$ cat src/lcd_pkg.sv
/*
  Constants, state types and register layouts for the segment LCD controller.
  Assumes the CPU core supplies accumulator writes and instruction strobes on MCLK.
*/
// How it works
// - load timer, pick source, then run
// - source one: tick clock over (n+1), halved
// - source zero: timer3 bit4 over (n+1), halved
// - one frame every duty-count LCD clocks
// - RAM one lights pixel automatically
// - RAM file, nibble map to segment, common
// - lit pixel sees full top level
// - reset or back-up: all segment and common drives top
// - supply bit0 zero enables bias divider
// - display off forces divider off
// - size bit picks doubled or single string
// - supply bit3: segment 0 or top input
// - supply bits 2,1: segment 1, 2 pins
// - duty and bias from mode bits 1:0
// - 01 half, 10 third, 11 quarter duty
// - mode register written and read back
// - supply register write only
// - port2 register picks port or segment
// - zero selects segment, one port
package lcd_pkg;

  // =====================================================================
  // register fields
  localparam int          MODE_DUTY_LSB   = 0;
  localparam int          MODE_ON_BIT     = 2;
  localparam int          MODE_SIZE_BIT   = 3;
  localparam int          SUP_DIVDIS_BIT  = 0;
  localparam int          SUP_SEG2_BIT    = 1;
  localparam int          SUP_SEG1_BIT    = 2;
  localparam int          SUP_SEG0_BIT    = 3;
  localparam int          CTL_SRC_BIT     = 2;
  localparam int          CTL_RUN_BIT     = 3;

  // =====================================================================
  // reset values
  localparam logic [3:0]  MODE_RESET      = 4'h0;
  localparam logic [3:0]  SUPPLY_RESET    = 4'h0;
  localparam logic [3:0]  PORT2_RESET     = 4'hF;
  localparam logic [3:0]  TIMER_RESET     = 4'h0;

  // =====================================================================
  // duty codes
  localparam logic [1:0]  DUTY_NONE       = 2'h0;
  localparam logic [1:0]  DUTY_HALF       = 2'h1;
  localparam logic [1:0]  DUTY_THIRD      = 2'h2;
  localparam logic [1:0]  DUTY_QUARTER    = 2'h3;

  // =====================================================================
  // sizes
  localparam int          NUM_SEG         = 32;
  localparam int          NUM_COM         = 4;
  localparam int          RAM_FILES       = 4;
  localparam int          RAM_NIB_BASE    = 8;

  // drive level codes: 3 top, 2 middle, 1 low, 0 ground
  localparam logic [1:0]  LVL_GND         = 2'h0;
  localparam logic [1:0]  LVL_LOW         = 2'h1;
  localparam logic [1:0]  LVL_MID         = 2'h2;
  localparam logic [1:0]  LVL_TOP         = 2'h3;

  typedef enum logic [1:0] {
    ST_IDLE = 2'b00,
    ST_RUN  = 2'b01
  } div_state_t;

endpackage : lcd_pkg

$ cat src/lcd_frame_divider.sv
/*
  Frame divider timer: reloadable 4-bit down counter plus divide-by-two.
  Assumes count source pulses are single-cycle strobes on MCLK.
*/
`timescale 1ns/1ps
module lcd_frame_divider (
  input  wire logic       clk,
  input  wire logic       rst,
  input  wire logic       load,
  input  wire logic [3:0] load_value,
  input  wire logic       run,
  input  wire logic       src_pulse,
  output logic            lcd_clk,
  output logic            lcd_tick
);

  typedef struct packed {
    lcd_pkg::div_state_t state;
    logic [3:0]          reload;
    logic [3:0]          count;
    logic                half;
    logic                tick;
  } div_reg_t;

  div_reg_t cur;
  div_reg_t next_cur;

  // =====================================================================
  // counter
  always_comb begin
    next_cur      = cur;
    next_cur.tick = 1'b0;
    if (load) begin
      next_cur.reload = load_value;
      next_cur.count  = load_value;
    end
    unique case (cur.state)
      lcd_pkg::ST_IDLE: begin
        if (run) begin
          next_cur.state = lcd_pkg::ST_RUN;
        end
      end
      lcd_pkg::ST_RUN: begin
        if (!run) begin
          next_cur.state = lcd_pkg::ST_IDLE;
        end else if (src_pulse && !load) begin
          if (cur.count == 4'h0) begin
            next_cur.count = cur.reload;
            next_cur.half  = ~cur.half;
            next_cur.tick  = cur.half;
          end else begin
            next_cur.count = cur.count - 4'h1;
          end
        end
      end
      default: begin
        next_cur.state = lcd_pkg::ST_IDLE;
      end
    endcase
  end

  always_ff @(posedge clk) begin
    if (rst) begin
      cur <= '{lcd_pkg::ST_IDLE, lcd_pkg::TIMER_RESET, lcd_pkg::TIMER_RESET, 1'b0, 1'b0};
    end else begin
      cur <= next_cur;
    end
  end

  assign lcd_clk  = cur.half;
  assign lcd_tick = cur.tick;

endmodule : lcd_frame_divider

$ cat src/lcd_controller.sv
/*
  Segment LCD controller top: control registers, display RAM, scan and drive.
  Assumes the CPU issues one-cycle instruction strobes with the accumulator
  on ACC; drive levels are coded 2-bit per pin for the analog output stage.
*/
`timescale 1ns/1ps
module lcd_controller (
  input  wire logic        MCLK,
  input  wire logic        RST,
  input  wire logic        RAM_BACKUP,
  input  wire logic [3:0]  ACC,
  input  wire logic        WRITE_MODE_REG_INSTR,
  input  wire logic        READ_MODE_REG_INSTR,
  input  wire logic        WRITE_SUPPLY_REG_INSTR,
  input  wire logic        WRITE_PORT2_PIN_REG_INSTR,
  input  wire logic        WRITE_TIMER_INSTR,
  input  wire logic        WRITE_CONTROL_INSTR,
  input  wire logic        SYSTEM_TICK_CLOCK,
  input  wire logic        TIMER3_BIT4_TAP,
  input  wire logic        RAM_WE,
  input  wire logic [1:0]  RAM_FILE,
  input  wire logic [3:0]  RAM_NIBBLE,
  input  wire logic [3:0]  RAM_WDATA,
  output logic      [3:0]  MODE_RDATA,
  output logic             MODE_RVALID,
  output logic      [63:0] SEG_LEVEL,
  output logic      [7:0]  COM_LEVEL,
  output logic             DIVIDER_ENABLE,
  output logic             DIVIDER_SINGLE,
  output logic             BIAS_HALF,
  output logic             SEG0_IS_SEGMENT,
  output logic             SEG1_IS_SEGMENT,
  output logic             SEG2_IS_SEGMENT,
  output logic      [3:0]  PORT2_IS_PORT,
  output logic             LCD_CLK
);

  localparam int NSEG = lcd_pkg::NUM_SEG;
  localparam int NCOM = lcd_pkg::NUM_COM;

  typedef struct packed {
    logic [3:0]          mode;
    logic [3:0]          supply;
    logic [3:0]          port2;
    logic [3:0]          control;
    logic [3:0]          mode_rdata;
    logic                mode_rvalid;
    logic [1:0]          tap_sync;
    logic                tap_prev;
    logic                tap_pulse;
    logic [1:0]          phase;
    logic                invert;
    logic [2*NSEG-1:0]   seg_level;
    logic [2*NCOM-1:0]   com_level;
    logic                div_enable;
    logic                div_single;
    logic                bias_half;
    logic [2:0]          pin_seg;
    logic [3:0]          port2_out;
  } top_reg_t;

  top_reg_t cur;
  top_reg_t next_cur;

  // display RAM: [file][nibble-8], one bit per common
  logic [3:0] disp_ram [0:NSEG-1];

  logic       div_clk;
  logic       div_tick;
  logic       tap_raw;

  // 2-flop synchroniser on the timer3 tap; first flop read only by second
  logic [1:0] tap_ff;
  always_ff @(posedge MCLK) begin
    if (RST) begin
      tap_ff <= 2'h0;
    end else begin
      tap_ff <= {tap_ff[0], TIMER3_BIT4_TAP};
    end
  end
  assign tap_raw = tap_ff[1];

  // =====================================================================
  // frame divider
  // tick or tap source
  lcd_frame_divider u_div (
    .clk        (MCLK),
    .rst        (RST),
    .load       (WRITE_TIMER_INSTR),
    .load_value (ACC),
    .run        (cur.control[lcd_pkg::CTL_RUN_BIT]),
    .src_pulse  (cur.control[lcd_pkg::CTL_SRC_BIT] ? SYSTEM_TICK_CLOCK : cur.tap_pulse),
    .lcd_clk    (div_clk),
    .lcd_tick   (div_tick)
  );

  // =====================================================================
  // display RAM write
  always_ff @(posedge MCLK) begin
    if (RAM_WE && RAM_NIBBLE[3]) begin
      disp_ram[{RAM_FILE, RAM_NIBBLE[2:0]}] <= RAM_WDATA;
    end
  end

  // number of commons in the frame, minus one
  function automatic logic [1:0] last_phase(input logic [1:0] duty);
    unique case (duty)
      lcd_pkg::DUTY_HALF:    last_phase = 2'h1;
      lcd_pkg::DUTY_THIRD:   last_phase = 2'h2;
      default:               last_phase = 2'h3;
    endcase
  endfunction : last_phase

  logic [1:0] duty;
  logic       display_on_bit;
  logic       half_bias;
  assign duty           = cur.mode[lcd_pkg::MODE_DUTY_LSB +: 2];
  assign display_on_bit = cur.mode[lcd_pkg::MODE_ON_BIT];
  assign half_bias      = (duty == lcd_pkg::DUTY_HALF);

  // =====================================================================
  // next state
  always_comb begin
    logic [1:0] nonsel_com;
    logic [1:0] nonsel_seg;
    logic [1:0] sel_hi;
    logic [1:0] sel_lo;
    logic [1:0] lvl_c;
    logic [1:0] lvl_s;
    nonsel_com = lcd_pkg::LVL_MID;
    nonsel_seg = lcd_pkg::LVL_LOW;
    sel_hi     = lcd_pkg::LVL_TOP;
    sel_lo     = lcd_pkg::LVL_GND;
    lvl_c      = lcd_pkg::LVL_TOP;
    lvl_s      = lcd_pkg::LVL_TOP;
    next_cur   = cur;
    next_cur.mode_rvalid = 1'b0;

    if (WRITE_MODE_REG_INSTR) begin
      next_cur.mode = ACC;
    end
    if (READ_MODE_REG_INSTR) begin
      next_cur.mode_rdata  = cur.mode;
      next_cur.mode_rvalid = 1'b1;
    end
    if (WRITE_SUPPLY_REG_INSTR) begin
      next_cur.supply = ACC;
    end
    if (WRITE_PORT2_PIN_REG_INSTR) begin
      next_cur.port2 = ACC;
    end
    if (WRITE_CONTROL_INSTR) begin
      next_cur.control = ACC;
    end

    next_cur.tap_sync  = {cur.tap_sync[0], tap_raw};
    next_cur.tap_prev  = cur.tap_sync[1];
    next_cur.tap_pulse = cur.tap_sync[1] & ~cur.tap_prev;

    if (div_tick) begin
      if (cur.phase >= last_phase(duty)) begin
        next_cur.phase  = 2'h0;
        next_cur.invert = ~cur.invert;
      end else begin
        next_cur.phase = cur.phase + 2'h1;
      end
    end

    if (half_bias) begin
      nonsel_com = lcd_pkg::LVL_MID;
      nonsel_seg = lcd_pkg::LVL_MID;
    end
    if (cur.invert) begin
      sel_hi = lcd_pkg::LVL_GND;
      sel_lo = lcd_pkg::LVL_TOP;
      nonsel_com = half_bias ? lcd_pkg::LVL_MID : lcd_pkg::LVL_LOW;
      nonsel_seg = half_bias ? lcd_pkg::LVL_MID : lcd_pkg::LVL_MID;
    end

    for (int c = 0; c < NCOM; c++) begin
      lvl_c = lcd_pkg::LVL_TOP;
      if (display_on_bit && duty != lcd_pkg::DUTY_NONE) begin
        lvl_c = (2'(c) == cur.phase) ? sel_hi : nonsel_com;
      end
      next_cur.com_level[2*c +: 2] = lvl_c;
    end
    for (int s = 0; s < NSEG; s++) begin
      lvl_s = lcd_pkg::LVL_TOP;
      if (display_on_bit && duty != lcd_pkg::DUTY_NONE) begin
        lvl_s = disp_ram[s][cur.phase] ? sel_lo : nonsel_seg;
      end
      next_cur.seg_level[2*s +: 2] = lvl_s;
    end

    next_cur.div_enable = ~cur.supply[lcd_pkg::SUP_DIVDIS_BIT] & display_on_bit;
    next_cur.div_single = cur.mode[lcd_pkg::MODE_SIZE_BIT];
    // half bias only with code 01
    next_cur.bias_half  = half_bias;
    // shared pin functions (bit one selects level pin)
    next_cur.pin_seg = ~{cur.supply[lcd_pkg::SUP_SEG2_BIT],
                         cur.supply[lcd_pkg::SUP_SEG1_BIT],
                         cur.supply[lcd_pkg::SUP_SEG0_BIT]};
    next_cur.port2_out = cur.port2;

    // back-up forces every segment and common drive to top
    if (RAM_BACKUP) begin
      next_cur.com_level = {NCOM{lcd_pkg::LVL_TOP}};
      next_cur.seg_level = {NSEG{lcd_pkg::LVL_TOP}};
      next_cur.phase     = 2'h0;
    end
  end

  // =====================================================================
  // state register
  always_ff @(posedge MCLK) begin
    if (RST) begin
      cur            <= '0;
      cur.mode       <= lcd_pkg::MODE_RESET;
      cur.supply     <= lcd_pkg::SUPPLY_RESET;
      cur.port2      <= lcd_pkg::PORT2_RESET;
      cur.port2_out  <= lcd_pkg::PORT2_RESET;
      cur.pin_seg    <= 3'h7;
      cur.seg_level  <= {NSEG{lcd_pkg::LVL_TOP}};
      cur.com_level  <= {NCOM{lcd_pkg::LVL_TOP}};
    end else begin
      cur <= next_cur;
    end
  end

  // LCD_CLK is the divider's own flop; one cycle skew is harmless
  assign LCD_CLK         = div_clk;
  assign MODE_RDATA      = cur.mode_rdata;
  assign MODE_RVALID     = cur.mode_rvalid;
  assign SEG_LEVEL       = cur.seg_level;
  assign COM_LEVEL       = cur.com_level;
  assign DIVIDER_ENABLE  = cur.div_enable;
  assign DIVIDER_SINGLE  = cur.div_single;
  assign BIAS_HALF       = cur.bias_half;
  assign SEG0_IS_SEGMENT = cur.pin_seg[0];
  assign SEG1_IS_SEGMENT = cur.pin_seg[1];
  assign SEG2_IS_SEGMENT = cur.pin_seg[2];
  assign PORT2_IS_PORT   = cur.port2_out;

endmodule : lcd_controller

$ cat config.mk
export PLATFORM = sky130hd
export DESIGN_NAME = lcd_controller
export DESIGN_NICKNAME = d
export VERILOG_FILES = /design/src/lcd_pkg.sv /design/src/lcd_frame_divider.sv /design/src/lcd_controller.sv
export SDC_FILE = /design/constraint.sdc
export NUM_CORES = 1
export LEC_CHECK = 0
export ABC_AREA = 1
export ABC_CLOCK_PERIOD_IN_PS = 2300
export BUFFER_PORTS_ARGS = -buffer_cell sky130_fd_sc_hd__buf_2
export CAP_MARGIN = 20
export CORE_UTILIZATION = 58
export DETAILED_ROUTE_END_ITERATION = 6
export HOLD_SLACK_MARGIN = 0.06
export PLACE_DENSITY = 0.87
export SYNTH_ARGS = -nofsm -noshare
export SYNTH_HDL_FRONTEND = slang
export SYNTH_SLANG_ARGS = --single-unit
$ cat constraint.sdc
create_clock -name MCLK -period 2.3 [get_ports MCLK]
set_clock_uncertainty 0.05 [all_clocks]
set_input_delay 0.23 -clock MCLK [delete_from_list [all_inputs] [get_ports MCLK]]
set_output_delay 0.23 -clock MCLK [all_outputs]
set_load 0.02 [all_outputs]
### Word level (Yosys, flattened, before mapping)

Memory sizes are Yosys's and may differ from the RTL's.
Index checks and enable logic that the tools add are counted.

| word-level totals | value |
|---|---|
| flip-flop bits (word level) | 124 |
| memory bits (writable) | 128 |
| memories kept | 1 |
| input port bits | 26 |

Memory list:

| name | depth | width | read ports | clocked after Yosys merged registers in | wr ports | RTL line | source |
|---|---|---|---|---|---|---|---|
| disp_ram | 32 | 4 | 32 | 0 | 1 | lcd_controller.sv:66 | `logic [3:0] disp_ram [0:NSEG-1];` |

| operators by class | value |
|---|---|
| $add $sub $neg | 2 |
| order comparisons | 2 |
| multiplexer cells | 121 |
| bitwise gates (word level) | 12 |
| eq/ne operators | 8 |
| reductions and logical operators | 14 |

Operators with widths:

| cell | count |
|---|---|
| $mux W2 | 46 |
| $bmux W1 S2 | 32 |
| $mux W1 | 36 |
| $mux W6 | 3 |
| $not A1 Y1 | 9 |
| $mux W4 | 2 |
| $pmux W2 S2 | 2 |
| $reduce_or A5 Y1 | 1 |
| $eq A2 B1 Y1 const B | 2 |
| $eq A2 B2 Y1 const A | 2 |
| $logic_not A2 Y1 | 2 |
| $logic_not A4 Y1 | 1 |
| $ne A2 B2 Y1 const B | 2 |
| $reduce_and A2 Y1 | 2 |
| $reduce_and A4 Y1 | 1 |
| $sub A4 B1 Y4 const B | 1 |
| $logic_and A1 B1 Y1 | 3 |
| $lt A2 B3 Y1 const B | 1 |
| $not A3 Y3 | 1 |
| $reduce_or A3 Y1 | 1 |
| $add A2 B1 Y2 const B | 1 |
| $and A1 B1 Y1 | 2 |
| $eq A1 B2 Y1 const A | 1 |
| $eq A2 B2 Y1 const B | 1 |
| 4 further kinds | 4 |

### Depth between registers and ports, before layout

| logic depth | value |
|---|---|
| depth after elaboration | 5 |
| mapped depth | 11 |
| depth with buffers taken out | 10 |

### Cells and area by module

A second synthesis with hierarchy kept.

| unflattened totals | value |
|---|---|
| cells, all modules | 1019 |
| area, all modules | 10005.8 um2 |

By module, submodules not included:

| module | area each (um2) | instances | sequential area each (um2) | cells an instance |
|---|---|---|---|---|
| lcd_controller | 9389.0 | 1 | 6045.8 | 931 |
| lcd_frame_divider | 616.8 | 1 | 220.2 | 88 |

### Worst setup path after synthesis

OpenSTA, ideal clock, no wires.

| timing path | value |
|---|---|
| path kind | register to register |
| start | reg cur[83] in the netlist's numbering |
| end | reg cur[82] in the netlist's numbering |
| library setup time | 0.115 ns |
| clock period less this slack | 1.676 ns |
| slack | 0.624 ns |
| buffers on the path | 2 |
| cell stages (with the launch flop) | 11 |
| data arrival time | 1.510 ns |
| cells stage by stage | dfxtp_1 inv_1 buf_4 buf_4 ha_1 inv_1 nand2_1 a21oi_1 inv_1 a21oi_1 nor2_1 |

| on the way | value |
|---|---|
| cells in the longest elaborated chain, start to end | 2 |

Ends and longest elaborated chain:

| what | RTL line | source |
|---|---|---|
| from (decl) | lcd_controller.sv:62 | `top_reg_t cur;` |
| from (signal assigned) | lcd_controller.sv:226 | `cur <= next_cur;` |
| $ge A2 B2 Y1 | lcd_controller.sv:161 | `if (cur.phase >= last_phase(duty)) begin` |
| $reduce_and A2 Y1 (no line) | - |  |

No other way between the ends.
A chain may end at the register's enable or synchronous reset.

==> results.json <==
{
  "clock_path_buffers": 3,
  "cts_buffers": 23,
  "hold_viol_final": 0,
  "ys_types": 24,
  "place_congestion": 0.776,
  "start_util_pct": 59.2,
  "fmax_mhz": 496,
  "grt.total_usage_pct": 23.2,
  "synth_edf_count": 128,
  "avgRoutedWirePerCell_um": 15.9,
  "diodes": 0,
  "maxCapViolCount": 0,
  "syn2layout_area_growth_pct": 10.6,
  "ys_seq_area_share_pct": 64.1,
  "totalWireLength_um": 20100,
  "synth_largest_area_cell": "edfxtp_1",
  "postRouteAntennaNets": 0,
  "fin_crit_sh_pct": 87.6,
  "cts_tree": "done",
  "synth-simple-area-share_pct": 20.3,
  "syn-num-nets": 1011,
  "die_area_um2": 17400,
  "synth_cells": 977,
  "tightest_slew_ps": 657,
  "fill_cells": 1121,
  "clk_root_buffer_cell": "clkbuf_16",
  "path_cells": "dlygate4sd3_1 -> buf_2 -> clkinv_1 -> buf_4 -> o21ai_0 -> nor2_1 -> dlygate4sd3_1",
  "die_height_um": 132,
  "port-buffer-count": 113,
  "ff_latch_area_um2": 6270,
  "holdCritPathClass": "input pin to register",
  "fp.dieW_um": 132,
  "synth_top_area_share_pct": 39.3,
  "clkTransAtPathRegs_ps": 70,
  "drv_slew": 0,
  "ios": 114,
  "ys.flop_type": "edfxtp_1",
  "synthAdderAreaFrac_pct": 1.02,
  "htree_levels": 1,
  "cts.sinks": 249,
  "status": "finished with violations",
  "cp_num_buf_inv": 5,
  "power.total_w": 0.00880,
  "leakage_nw": 4.20,
  "fp-row-count": 47,
  "relSlewSlack_pct": 56.2,
  "antenna_found_initial": 0,
  "dr.first_iter.drc_count": 574,
  "grt_pass1_vias": 6312,
  "worstPathArrival_ps": 2370,
  "synth_top_family_by_area": "simple AND/OR/NAND/NOR gates",
  "async_flop_share_pct": 0,
  "rsz0062_at_grt": "no",
  "vias": 6825,
  "cts_resized": 0,
  "synthTopCellsByArea": "edfxtp_1 39%, dfxtp_1 25%, nand2_1 12%",
  "endpoint_kind": "register",
  "vias_per_cell": 5.42,
  "nNetsFinal": 1056,
  "critPathMaxFanout": 24,
  "power.density_nw_per_um2": 813,
  "clk_latency_ps": 520,
  "muxShareOfSynthArea_pct": 0,
  "multi_input_area_um2": 2560,
  "grt_overflow": 0,
  "setup_viol": 0,
  "synth_xor_xnor_area_share_pct": 0.0896,
  "synth_seq_cells": 249,
  "synth_most_common_cell": "nand2_1",
  "peakVddDrop_mv": 0.540,
  "grt_pass1_wl_um": 32100,
  "crit_type": "input pin to register",
  "crit_top_cell": "dlygate4sd3_1",
  "ys_warn_count": 0,
  "syn_area_per_cell_um2": 10.0,
  "grt_max_degree": 69,
  "synth_compound_area_share_pct": 4.68,
  "dp_hpwl_um": 11800,
  "crit_slowest_cell": "dlygate4sd3_1",
  "syn-cell-area_um2": 9780,
  "crit_path_max_incr_delay_ps": 570,
  "violations": "design-rule violations",
  "cpLargestDelayFamily": "buffers and inverters",
  "drt_first_pass_iters": 7,
  "yosys-top-cells-count": "307 x nand2_1, 128 x edfxtp_1, 121 x dfxtp_1",
  "fin_crit_ps": 2010,
  "drive_gt1_share_pct": 16.6,
  "core_um2": 16500,
  "drc": 2,
  "critPathLaunchType": "input pin",
  "fin_setup_tns_ps": 0,
  "worstPathRequired_ps": 2650
}
==> layout make-up <==
class                           instances  share of cell area (%)
Timing Repair Buffer                  142                    7.87
Tap cell                              220                    2.55
Inverter                               38                    1.32
Clock buffer                           29                    6.00
Clock inverter                         13                   0.671
Multi-Input combinational cell        568                    23.6
Sequential cell                       249                    58.0
==> worst register-to-register path, delay by kind of cell, from the launching register on <==
family,cells,cell delay (ps)
flip-flops,1,550
adder cells (fa/ha/maj),1,290
buffers and inverters,2,520
AND/OR/NAND/NOR,1,80
AO/OA/AOI/OAI,1,150
==> power by group <==
part	internal (W)	total (W)	switching [W]
combinational	0.000134	0.000419	0.000286
clock	0.00201	0.00360	0.00159
sequential	0.00474	0.00478	0.0000365
==> worst paths after layout <==
check / start / to / slack, ps / cells after the start
max reg2reg: cur[84] / cur[84] / 600 / 5
max: RST / cur[97] / 290 / 7
min: RAM_WDATA[3] / disp_ram[17][3] / 230 / 1
min reg2reg: cur[86] / cur[85] / 340 / 1
==> stage by stage <==
| step | cells | hold WS (ps) | util, % | setup slack (ps) | instance area [um^2] |
|---|---|---|---|---|---|
| 3_5_place_dp | 1200 | 320 | 60.0 | 514 | 9920 |
| 6_report | 1259 | 234 | 65.4 | 285 | 10800 |
| 4_1_cts | 1259 | 219 | 65.4 | 377 | 10800 |
| 5_1_grt | 1259 | 236 | 65.4 | 203 | 10800 |
| 2_1_floorplan | 977 | 271 | - | 624 | 9780 |
| 3_3_place_gp | 1200 | 318 | 60.0 | 593 | 9920 |
==> cell families (layout without fill, tap and decap cells) <==
family          Yosys count  count (layout)
flops                   249             249
xor+xnor                  1               1
buf+inv                 160             222
compound gates           73              73
simple gates            486             486
fa+ha+maj                 8               8
==> cells in the final DEF, fill, tap and decap left out, types with 7 or more instances in the layout <==
| cell | synthesis | layout |
|---|---|---|
| nand2_1 | 307 | 307 |
| edfxtp_1 | 128 | 128 |
| dfxtp_1 | 121 | 120 |
| buf_2 | 22 | 113 |
| nand3_1 | 90 | 90 |
| nor2_1 | 77 | 77 |
| inv_1 | 35 | 37 |
| o211ai_1 | 37 | 37 |
| clkbuf_16 | 0 | 24 |
| o21ai_0 | 21 | 21 |
| dlygate4sd3_1 | 0 | 17 |
| a21oi_1 | 15 | 15 |
| buf_4 | 83 | 10 |
| ha_1 | 8 | 8 |
| clkinv_2 | 0 | 7 |
==> state kept, by name (all words and copies together), names as in the netlist, 2 cells and up <==
register,flops
COM_LEVEL,8
MODE_RDATA,4
PORT2_IS_PORT,4
SEG_LEVEL,64
cur,21
disp_ram,128
tap_ff,2
u_div.cur,9
==> per-layer routing <==
metal  up-vias  wire, um  GRT usage, %
li1       3231         -             -
met1      3181      8300          31.1
met2       360      9660          38.2
met3        53      1620          3.54
met4         0       492          9.43
met5         -         0             0
==> timing repair <==
action	4_1_cts	5_1_grt
setup buffers	0	0
hold buffers	17	0
hold endpoints to repair	29	0
No activity file was read; power rests on OpenSTA's default activity.
